## src/design/pbc_pkg.sv

```systemverilog
// Purpose: Constants for the transceiver basic control and status register pair
// Assumes: Avalon-MM slave with 32-bit data, one aligned word per register index
// Notes: Byte address of a register is four times its index

package pbc_pkg;

    // ****************************************
    // Bus geometry
    // ****************************************
    localparam int ADDR_W = 12;
    localparam int IDX_W = 10;

    // ****************************************
    // Register indexes
    // ****************************************
    localparam logic [IDX_W-1:0] IDX_CTRL = 10'h100;
    localparam logic [IDX_W-1:0] IDX_STAT = 10'h102;
    localparam logic [IDX_W-1:0] IDX_IRQ_STAT = 10'h110;
    localparam logic [IDX_W-1:0] IDX_IRQ_MASK = 10'h111;

    // ****************************************
    // Control field positions
    // ****************************************
    localparam int CTRL_SOFT_RESET = 15;
    localparam int CTRL_LOOPBACK = 14;
    localparam int CTRL_SPEED_100 = 13;
    localparam int CTRL_AN_EN = 12;
    localparam int CTRL_POWER_DOWN = 11;
    localparam int CTRL_ISOLATE = 10;
    localparam int CTRL_AN_RESTART = 9;
    localparam int CTRL_DUPLEX = 8;
    localparam int CTRL_COL_TEST = 7;

    // ****************************************
    // Control reset values
    // ****************************************
    localparam logic RST_LOOPBACK = 1'b0;
    localparam logic RST_POWER_DOWN = 1'b0;
    localparam logic RST_ISOLATE = 1'b0;
    localparam logic RST_AN_RESTART = 1'b0;
    localparam logic RST_DUPLEX = 1'b1;
    localparam logic RST_COL_TEST = 1'b0;

    // ****************************************
    // Status field positions
    // ****************************************
    localparam int STAT_AN_DONE = 5;
    localparam int STAT_FAR_FAULT = 4;
    localparam int STAT_LINK_UP = 2;
    localparam int STAT_JABBER = 1;

    // Capability bits 14..11, no-preamble bit 6, AN ability bit 3, extended bit 0
    localparam logic [15:0] STAT_FIXED = 16'h7849;

    // ****************************************
    // Interrupt bit positions
    // ****************************************
    localparam int IRQ_W = 4;
    localparam int IRQ_LINK_DOWN = 0;
    localparam int IRQ_FAR_FAULT = 1;
    localparam int IRQ_JABBER = 2;
    localparam int IRQ_AN_DONE = 3;
    localparam logic [IRQ_W-1:0] RST_IRQ = 4'h0;

endpackage

```

## src/design/pbc_regs.sv

```systemverilog
// Purpose: Basic control and status registers of one integrated transceiver port
// Assumes: Live condition inputs and straps are synchronous to CLK_I
// Notes: One wait state on every bus access; latching bits clear on status read

`timescale 1ns/10ps

// Notes on behaviour
// - While powered down, link status is not refreshed; software treats link as down.
// - Power-down going from one to zero pulses an internal transceiver reset.
// - Control bit 10 isolates the transceiver from the switch core; resets zero.
// - Writing one to control bit 9 restarts auto-negotiation; bit clears itself.
// - Control bit 8 forces duplex, resets one; ignored while auto-negotiation enabled.
// - Control bit 7 enables the collision signal test; resets zero.
// - Speed select and auto-negotiation enable reset from strap inputs.
// - Status bits 15..11 are constants: 0,1,1,1,1.
// - Status bit 8 reads zero; no extended status.
// - Status bit 6 reads one; frames without preamble accepted.
// - Status bit 5 shows auto-negotiation complete, live.
// - Far-end fault and jabber latch high; link up latches low until read.
// - Status bit 3 reads constant one; auto-negotiation ability.
// - Status bit 0 reads constant one; extended register set supported.
// - Control bit 11 selects power-down when one, normal operation when zero.
// - Control bit 12 enables auto-negotiation; software may overwrite strap value.
module pbc_regs
    import pbc_pkg::*;
(
    input wire logic CLK_I,
    input wire logic SYS_RST_I,
    input wire logic [ADDR_W-1:0] AVS_ADDRESS_I,
    input wire logic AVS_READ_I,
    input wire logic AVS_WRITE_I,
    input wire logic [31:0] AVS_WRITEDATA_I,
    input wire logic [3:0] AVS_BYTEENABLE_I,
    output logic [31:0] AVS_READDATA_O,
    output logic AVS_WAITREQUEST_O,
    input wire logic STRAP_SPEED_100_I,
    input wire logic STRAP_AN_EN_I,
    input wire logic LINK_UP_I,
    input wire logic FAR_FAULT_I,
    input wire logic JABBER_I,
    input wire logic AN_DONE_I,
    input wire logic AN_FULL_DUPLEX_I,
    input wire logic AN_SPEED_100_I,
    output logic POWER_DOWN_O,
    output logic ISOLATE_O,
    output logic AN_ENABLE_O,
    output logic AN_RESTART_O,
    output logic XCVR_RESET_O,
    output logic LOOPBACK_O,
    output logic COL_TEST_O,
    output logic FULL_DUPLEX_O,
    output logic SPEED_100_O,
    output logic IRQ_O
);

    // ****************************************
    // State
    // ****************************************
    typedef struct packed {
        logic loopback;
        logic speed_100;
        logic an_en;
        logic power_down;
        logic isolate;
        logic an_restart;
        logic duplex;
        logic col_test;
        logic soft_reset;
        logic pd_exit_reset;
        logic full_duplex_eff;
        logic speed_100_eff;
        logic far_fault_lat;
        logic link_lat;
        logic jabber_lat;
        logic link_prev;
        logic fault_prev;
        logic jabber_prev;
        logic an_done_prev;
        logic [IRQ_W-1:0] irq_stat;
        logic [IRQ_W-1:0] irq_mask;
        logic ack;
        logic [31:0] rdata;
    } pbc_state_s;

    pbc_state_s q_r;
    pbc_state_s q_nxt;

    // ****************************************
    // Helpers
    // ****************************************
    function automatic logic [15:0] pbc_merge(input logic [15:0] old, input logic [15:0] wd,
                                              input logic [1:0] be);
        logic [15:0] res;
        res = old;
        if (be[0]) begin
            res[7:0] = wd[7:0];
        end
        if (be[1]) begin
            res[15:8] = wd[15:8];
        end
        return res;
    endfunction

    function automatic logic [15:0] pbc_ctrl_word(input pbc_state_s s);
        logic [15:0] w;
        w = 16'h0000;
        w[CTRL_SOFT_RESET] = s.soft_reset;
        w[CTRL_LOOPBACK] = s.loopback;
        w[CTRL_SPEED_100] = s.speed_100;
        w[CTRL_AN_EN] = s.an_en;
        w[CTRL_POWER_DOWN] = s.power_down;
        w[CTRL_ISOLATE] = s.isolate;
        w[CTRL_AN_RESTART] = s.an_restart;
        w[CTRL_DUPLEX] = s.duplex;
        w[CTRL_COL_TEST] = s.col_test;
        return w;
    endfunction

    // ****************************************
    // Next state
    // ****************************************
    logic req;
    logic take;
    logic [IDX_W-1:0] idx;
    logic [15:0] stat_word;
    logic [15:0] ctrl_w;
    logic [IRQ_W-1:0] ev;
    logic stat_read;

    always_comb begin
        q_nxt = q_r;
        req = AVS_READ_I | AVS_WRITE_I;
        take = req & q_r.ack;
        idx = AVS_ADDRESS_I[ADDR_W-1:2];
        stat_read = take & AVS_READ_I & (idx == IDX_STAT);
        ctrl_w = pbc_merge(pbc_ctrl_word(q_r), AVS_WRITEDATA_I[15:0], AVS_BYTEENABLE_I[1:0]);

        stat_word = STAT_FIXED;
        stat_word[STAT_AN_DONE] = AN_DONE_I;
        stat_word[STAT_FAR_FAULT] = q_r.far_fault_lat;
        stat_word[STAT_LINK_UP] = q_r.link_lat;
        stat_word[STAT_JABBER] = q_r.jabber_lat;

        // Self-clearing pulses
        q_nxt.an_restart = 1'b0;
        q_nxt.soft_reset = 1'b0;
        q_nxt.pd_exit_reset = 1'b0;

        // Bus handshake: one wait state, data captured in the waiting cycle
        q_nxt.ack = req & ~q_r.ack;
        if (req & ~q_r.ack) begin
            q_nxt.rdata = 32'h0000_0000;
            if (AVS_READ_I) begin
                if (idx == IDX_CTRL) begin
                    q_nxt.rdata[15:0] = pbc_ctrl_word(q_r);
                end else if (idx == IDX_STAT) begin
                    q_nxt.rdata[15:0] = stat_word;
                end else if (idx == IDX_IRQ_STAT) begin
                    q_nxt.rdata[IRQ_W-1:0] = q_r.irq_stat;
                end else if (idx == IDX_IRQ_MASK) begin
                    q_nxt.rdata[IRQ_W-1:0] = q_r.irq_mask;
                end
            end
        end

        // Latching status; only what the read reported is released
        q_nxt.far_fault_lat = q_r.far_fault_lat | FAR_FAULT_I;
        q_nxt.jabber_lat = q_r.jabber_lat | JABBER_I;
        q_nxt.link_lat = q_r.link_lat & LINK_UP_I;
        if (stat_read) begin
            q_nxt.far_fault_lat = (q_r.rdata[STAT_FAR_FAULT] ? 1'b0 : q_r.far_fault_lat) | FAR_FAULT_I;
            q_nxt.jabber_lat = (q_r.rdata[STAT_JABBER] ? 1'b0 : q_r.jabber_lat) | JABBER_I;
            q_nxt.link_lat = (q_r.rdata[STAT_LINK_UP] ? q_r.link_lat : 1'b1) & LINK_UP_I;
        end
        if (q_r.power_down) begin
            q_nxt.link_lat = q_r.link_lat;
        end

        // Events
        ev = '0;
        ev[IRQ_LINK_DOWN] = q_r.link_prev & ~LINK_UP_I & ~q_r.power_down;
        ev[IRQ_FAR_FAULT] = FAR_FAULT_I & ~q_r.fault_prev;
        ev[IRQ_JABBER] = JABBER_I & ~q_r.jabber_prev;
        ev[IRQ_AN_DONE] = AN_DONE_I & ~q_r.an_done_prev;
        q_nxt.link_prev = LINK_UP_I;
        q_nxt.fault_prev = FAR_FAULT_I;
        q_nxt.jabber_prev = JABBER_I;
        q_nxt.an_done_prev = AN_DONE_I;

        // Register writes
        if (take & AVS_WRITE_I) begin
            if (idx == IDX_CTRL) begin
                q_nxt.soft_reset = ctrl_w[CTRL_SOFT_RESET];
                q_nxt.loopback = ctrl_w[CTRL_LOOPBACK];
                q_nxt.speed_100 = ctrl_w[CTRL_SPEED_100];
                q_nxt.an_en = ctrl_w[CTRL_AN_EN];
                q_nxt.power_down = ctrl_w[CTRL_POWER_DOWN];
                q_nxt.isolate = ctrl_w[CTRL_ISOLATE];
                q_nxt.an_restart = ctrl_w[CTRL_AN_RESTART];
                q_nxt.duplex = ctrl_w[CTRL_DUPLEX];
                q_nxt.col_test = ctrl_w[CTRL_COL_TEST];
            end else if (idx == IDX_IRQ_STAT) begin
                q_nxt.irq_stat = q_r.irq_stat & ~AVS_WRITEDATA_I[IRQ_W-1:0];
            end else if (idx == IDX_IRQ_MASK) begin
                q_nxt.irq_mask = AVS_WRITEDATA_I[IRQ_W-1:0];
            end
        end
        // A new event wins over a simultaneous clear
        q_nxt.irq_stat = q_nxt.irq_stat | ev;

        if (q_r.power_down & ~q_nxt.power_down) begin
            q_nxt.pd_exit_reset = 1'b1;
        end

        // Forced modes apply only without auto-negotiation
        q_nxt.full_duplex_eff = q_nxt.an_en ? AN_FULL_DUPLEX_I : q_nxt.duplex;
        q_nxt.speed_100_eff = q_nxt.an_en ? AN_SPEED_100_I : q_nxt.speed_100;

        if (SYS_RST_I) begin
            q_nxt = '0;
            q_nxt.loopback = RST_LOOPBACK;
            q_nxt.speed_100 = STRAP_SPEED_100_I;
            q_nxt.an_en = STRAP_AN_EN_I;
            q_nxt.power_down = RST_POWER_DOWN;
            q_nxt.isolate = RST_ISOLATE;
            q_nxt.an_restart = RST_AN_RESTART;
            q_nxt.duplex = RST_DUPLEX;
            q_nxt.col_test = RST_COL_TEST;
            q_nxt.full_duplex_eff = STRAP_AN_EN_I ? AN_FULL_DUPLEX_I : RST_DUPLEX;
            q_nxt.speed_100_eff = STRAP_AN_EN_I ? AN_SPEED_100_I : STRAP_SPEED_100_I;
            q_nxt.far_fault_lat = FAR_FAULT_I;
            q_nxt.jabber_lat = JABBER_I;
            q_nxt.link_lat = LINK_UP_I;
            q_nxt.link_prev = LINK_UP_I;
            q_nxt.fault_prev = FAR_FAULT_I;
            q_nxt.jabber_prev = JABBER_I;
            q_nxt.an_done_prev = AN_DONE_I;
            q_nxt.irq_stat = RST_IRQ;
            q_nxt.irq_mask = RST_IRQ;
        end
    end

    always_ff @(posedge CLK_I) begin
        q_r <= q_nxt;
    end

    // ****************************************
    // Outputs
    // ****************************************
    assign AVS_WAITREQUEST_O = (AVS_READ_I | AVS_WRITE_I) & ~q_r.ack;
    assign AVS_READDATA_O = q_r.rdata;
    assign POWER_DOWN_O = q_r.power_down;
    assign ISOLATE_O = q_r.isolate;
    assign AN_ENABLE_O = q_r.an_en;
    assign AN_RESTART_O = q_r.an_restart;
    assign XCVR_RESET_O = q_r.pd_exit_reset | q_r.soft_reset;
    assign LOOPBACK_O = q_r.loopback;
    assign COL_TEST_O = q_r.col_test;
    assign FULL_DUPLEX_O = q_r.full_duplex_eff;
    assign SPEED_100_O = q_r.speed_100_eff;
    assign IRQ_O = |(q_r.irq_stat & q_r.irq_mask);

endmodule

```

## config.mk

```make
export PLATFORM = sky130hd
export DESIGN_NAME = pbc_regs
export DESIGN_NICKNAME = d
export VERILOG_FILES = /design/src/design/pbc_pkg.sv /design/src/design/pbc_regs.sv
export SDC_FILE = /design/constraint.sdc
export NUM_CORES = 1
export LEC_CHECK = 0
export BUFFER_PORTS_ARGS = -buffer_cell sky130_fd_sc_hd__buf_2
export CORE_MARGIN = 10
export CORE_UTILIZATION = 45
export DETAILED_ROUTE_END_ITERATION = 7
export GPL_TIMING_DRIVEN = 0
export PLACE_DENSITY = 0.78
export SETUP_SLACK_MARGIN = 0.5
export SLEW_MARGIN = 20
export SYNTH_ARGS = -nofsm -noshare
export SYNTH_HDL_FRONTEND = slang
export SYNTH_SLANG_ARGS = --single-unit
```

## constraint.sdc

```tcl
create_clock -name CLK_I -period 2.4 [get_ports CLK_I]
set_input_delay 0.36 -clock CLK_I [delete_from_list [all_inputs] [get_ports CLK_I]]
set_output_delay 0.36 -clock CLK_I [all_outputs]
set_load 0.05 [all_outputs]
```

==> flow_metrics.py <==
metrics = {
    "synth": {
        "syn_inst": 223,
        "ys_types": 37,
        "synth_most_common_cell": "dfxtp_1",
        "synth_seq_area_share_pct": 43.8,
        "synth_seq_cells": 44,
        "syn_avg_cell_area_um2": 9.11,
        "synthFlopType": "dfxtp_1",
        "netlist_top_cells_area": "dfxtp_1 (42%), buf_4 (12%), mux2i_1 (5.9%), nor2_1 (5.9%), a22oi_1 (4.4%)",
        "syn_area_um2": 2030,
        "synthArstFlopShare_pct": 0,
        "synth_edf_count": 1,
        "ys_warn_count": 0,
        "ys_top_cells_by_count": "dfxtp_1 (43), buf_4 (32), nor2_1 (32), nand2_1 (16)",
        "synth.top_cell.area_share_pct": 42.4,
        "synth.largest_area_cell": "dfxtp_1",
    },
    "worst_setup_path": {
        "r2r-start": "q_r[32]",
        "max_stage_delay_ns": 0.54,
        "r2r_setup_slack_ns": 0.67,
        "critical_path_class": "in2reg",
        "cp.arrival_ns": 2.08,
        "cp_top_family": "simple AND/OR/NAND/NOR gates",
        "cp.depth": 8,
        "crit_fanout": 5,
        "startpoint_type": "primary input",
        "setup.worst_path.end_class": "flop",
        "crit_required_ns": 2.57,
        "path_cells": "buf_2 > or3_1 > clkbuf_2 > or4_4 > buf_8 > mux2i_4 > o31ai_1 > a31oi_1",
        "cp_slowest_cell": "or4_4",
        "worstSetupEndpoint": "FULL_DUPLEX_O",
        "path_buf_inv": 3,
        "cp-startpoint": "AVS_ADDRESS_I[2]",
        "r2r_end": "FULL_DUPLEX_O",
        "r2r_cells": 6,
    },
    "placement": {
        "gp_congestion": 0.839,
        "io_buffer_count": 62,
        "dp_hpwl_um": 4170,
    },
    "floorplanning": {
        "floorplan.initialDensity_pct": 46.7,
        "rows": 24,
        "pin_count": 103,
        "die_h_um": 87.2,
        "design.die.area_um2": 7600,
        "core_um2": 4350,
        "die_x_um": 87.2,
    },
    "sta": {
        "skew_ns": 0.0101,
        "final_hold_viol_count": 0,
        "layout_min_cycle_time_ns": 1.91,
        "max_slew_margin_pct": 53.9,
        "tns_ns": 0,
        "fmax_ghz": 0.523,
        "period_share_pct": 79.7,
        "holdWs_ns": 0.186,
        "worstMarginPinSlew_ns": 0.688,
        "slew_violations": 0,
        "rsz0062_at_grt": "yes",
        "setup_viol": 0,
    },
    "route": {
        "drc": 0,
        "drt_iter0_drc": 62,
        "antenna_left": 0,
        "post_drt_wl_per_cell_um": 14.4,
        "vias": 1779,
        "firstDrtPassIters": 4,
        "vias_per_cell": 4.90,
        "drt-total-wl_um": 5240,
    },
    "final_layout": {
        "syn_to_final_growth_pct": 28.6,
        "antenna_cells": 0,
        "drive_gt1_share_pct": 40.2,
        "final_nets": 370,
    },
    "run_status": {
        "status": "complete, no violations",
    },
    "cts": {
        "cts_tree": "done",
        "cts_sinks": 44,
        "cts_max_level": 2,
        "clock_latency_ns": 0.29,
        "clkTransAtPathRegs_ns": 0.09,
        "cts_hold_buf": 0,
        "numCtsBuffers": 5,
        "clock_path_buffers": 2,
        "cts_root_buf": "clkbuf_8",
    },
    "global_route": {
        "grt_overflow": 0,
        "grt_usage_pct": 13.6,
        "grt_max_degree": 14,
        "grt_pass1_vias": 1785,
        "grt_pass1_wl_um": 8330,
        "grt_antenna_before_repair": 0,
    },
    "flow_run": {
        "max_cap_viol_count": 0,
    },
    "pwr": {
        "p_per_area_nw_per_um2": 562,
        "leakage_nw": 1.27,
        "peakVddDrop_uv": 301,
    },
    "min_path": {
        "hold_class": "in2reg",
    },
}
routing by layer:
layer | share of wire, % | vias to the layer above | global-route usage (%)
li1 | - | 909 | -
met1 | 39 | 803 | 14.1
met2 | 50 | 60 | 23.5
met3 | 9.3 | 7 | 5.81
met4 | 1.5 | 0 | 5.36
met5 | 0 | - | 0
what timing repair did:
item / in CTS / in global routing
endpoints found under the setup margin: 12 / 9
pin swaps: 1 / 0
gates resized for setup: 4 / 3
endpoints found under the hold margin: 0 / 0
buffers inserted: 3 / 0
sequential cells by signal, indices dropped and copies added, names as in the netlist:
signal,cells
SPEED_100_O,1
COL_TEST_O,1
ISOLATE_O,1
AN_RESTART_O,1
AVS_READDATA_O,16
FULL_DUPLEX_O,1
q_r,20
POWER_DOWN_O,1
AN_ENABLE_O,1
LOOPBACK_O,1
worst register-to-register path, cell delays in order, from the launching register on:
cell,delay (ns)
dfxtp_1,0.41
nand3_1,0.10
or4_4,0.52
buf_8,0.15
mux2i_4,0.18
o31ai_1,0.20
a31oi_1,0.06
placed cells by master (no fill, tap or decap), drive strengths merged, types with 2 or more instances in the layout:
master | Yosys | layout
a21oi | 11 | 11
a221oi | 4 | 4
a22oi | 12 | 12
a31o | 2 | 2
a32oi | 2 | 2
buf | 34 | 99
clkbuf | 7 | 13
clkinv | 0 | 2
conb | 1 | 16
dfxtp | 43 | 43
inv | 2 | 2
mux2 | 4 | 4
mux2i | 13 | 13
nand2 | 16 | 16
nand3 | 7 | 7
nor2 | 32 | 32
nor2b | 6 | 6
nor3 | 4 | 4
nor4 | 3 | 3
o21ai | 3 | 3
or3 | 2 | 2
cells by family after synthesis:
family | after synthesis | share of synthesized area, %
other | 1 | 0.185
and+or+nand+nor | 79 | 18.8
AOI/OAI and AO/OA | 39 | 13.3
buffers and inverters | 43 | 14.6
muxes | 17 | 9.24
DFF | 44 | 43.8
how the worst min path moves through the flow:
stage | startpoint | to | slack, ns | cells past startpoint
2_1_floorplan | AN_DONE_I | q_r[41] | 0.39 | 0
3_3_place_gp | q_r[44] | q_r[37] | 0.45 | 2
3_5_place_dp | q_r[44] | q_r[37] | 0.46 | 2
4_1_cts | LINK_UP_I | q_r[44] | 0.18 | 1
5_1_grt | LINK_UP_I | q_r[44] | 0.17 | 1
6_report | LINK_UP_I | q_r[44] | 0.19 | 1
final cells by class:
type | count | area [um^2]
Multi-Input combinational cell | 151 | 928
Buffer | 41 | 295
Inverter | 2 | 7.51
Clock inverter | 2 | 10.0
Clock buffer | 6 | 82.6
Tap cell | 52 | 65.1
Timing Repair Buffer | 65 | 333
Fill cell | 398 | 1740
Sequential cell | 44 | 891
report_power, final:
part	internal, mW	switching, mW	total (mW)
Clock	0.230	0.247	0.477
Sequential	0.752	0.0126	0.764
Combinational	0.0780	0.149	0.227
metrics by stage:
step           util (%)  setup WS, ns  area, um^2  power (mW)  cells
5_1_grt            60.0         0.374        2610        1.52    363
2_1_floorplan         -         0.278        2090       0.939    238
3_3_place_gp       56.6        0.0778        2460       0.999    352
4_1_cts            59.6         0.316        2600        1.47    363
6_report           60.0         0.488        2610        1.47    363
3_5_place_dp       56.6        0.0140        2460        1.00    352
(Power assumes the default switching activity.)
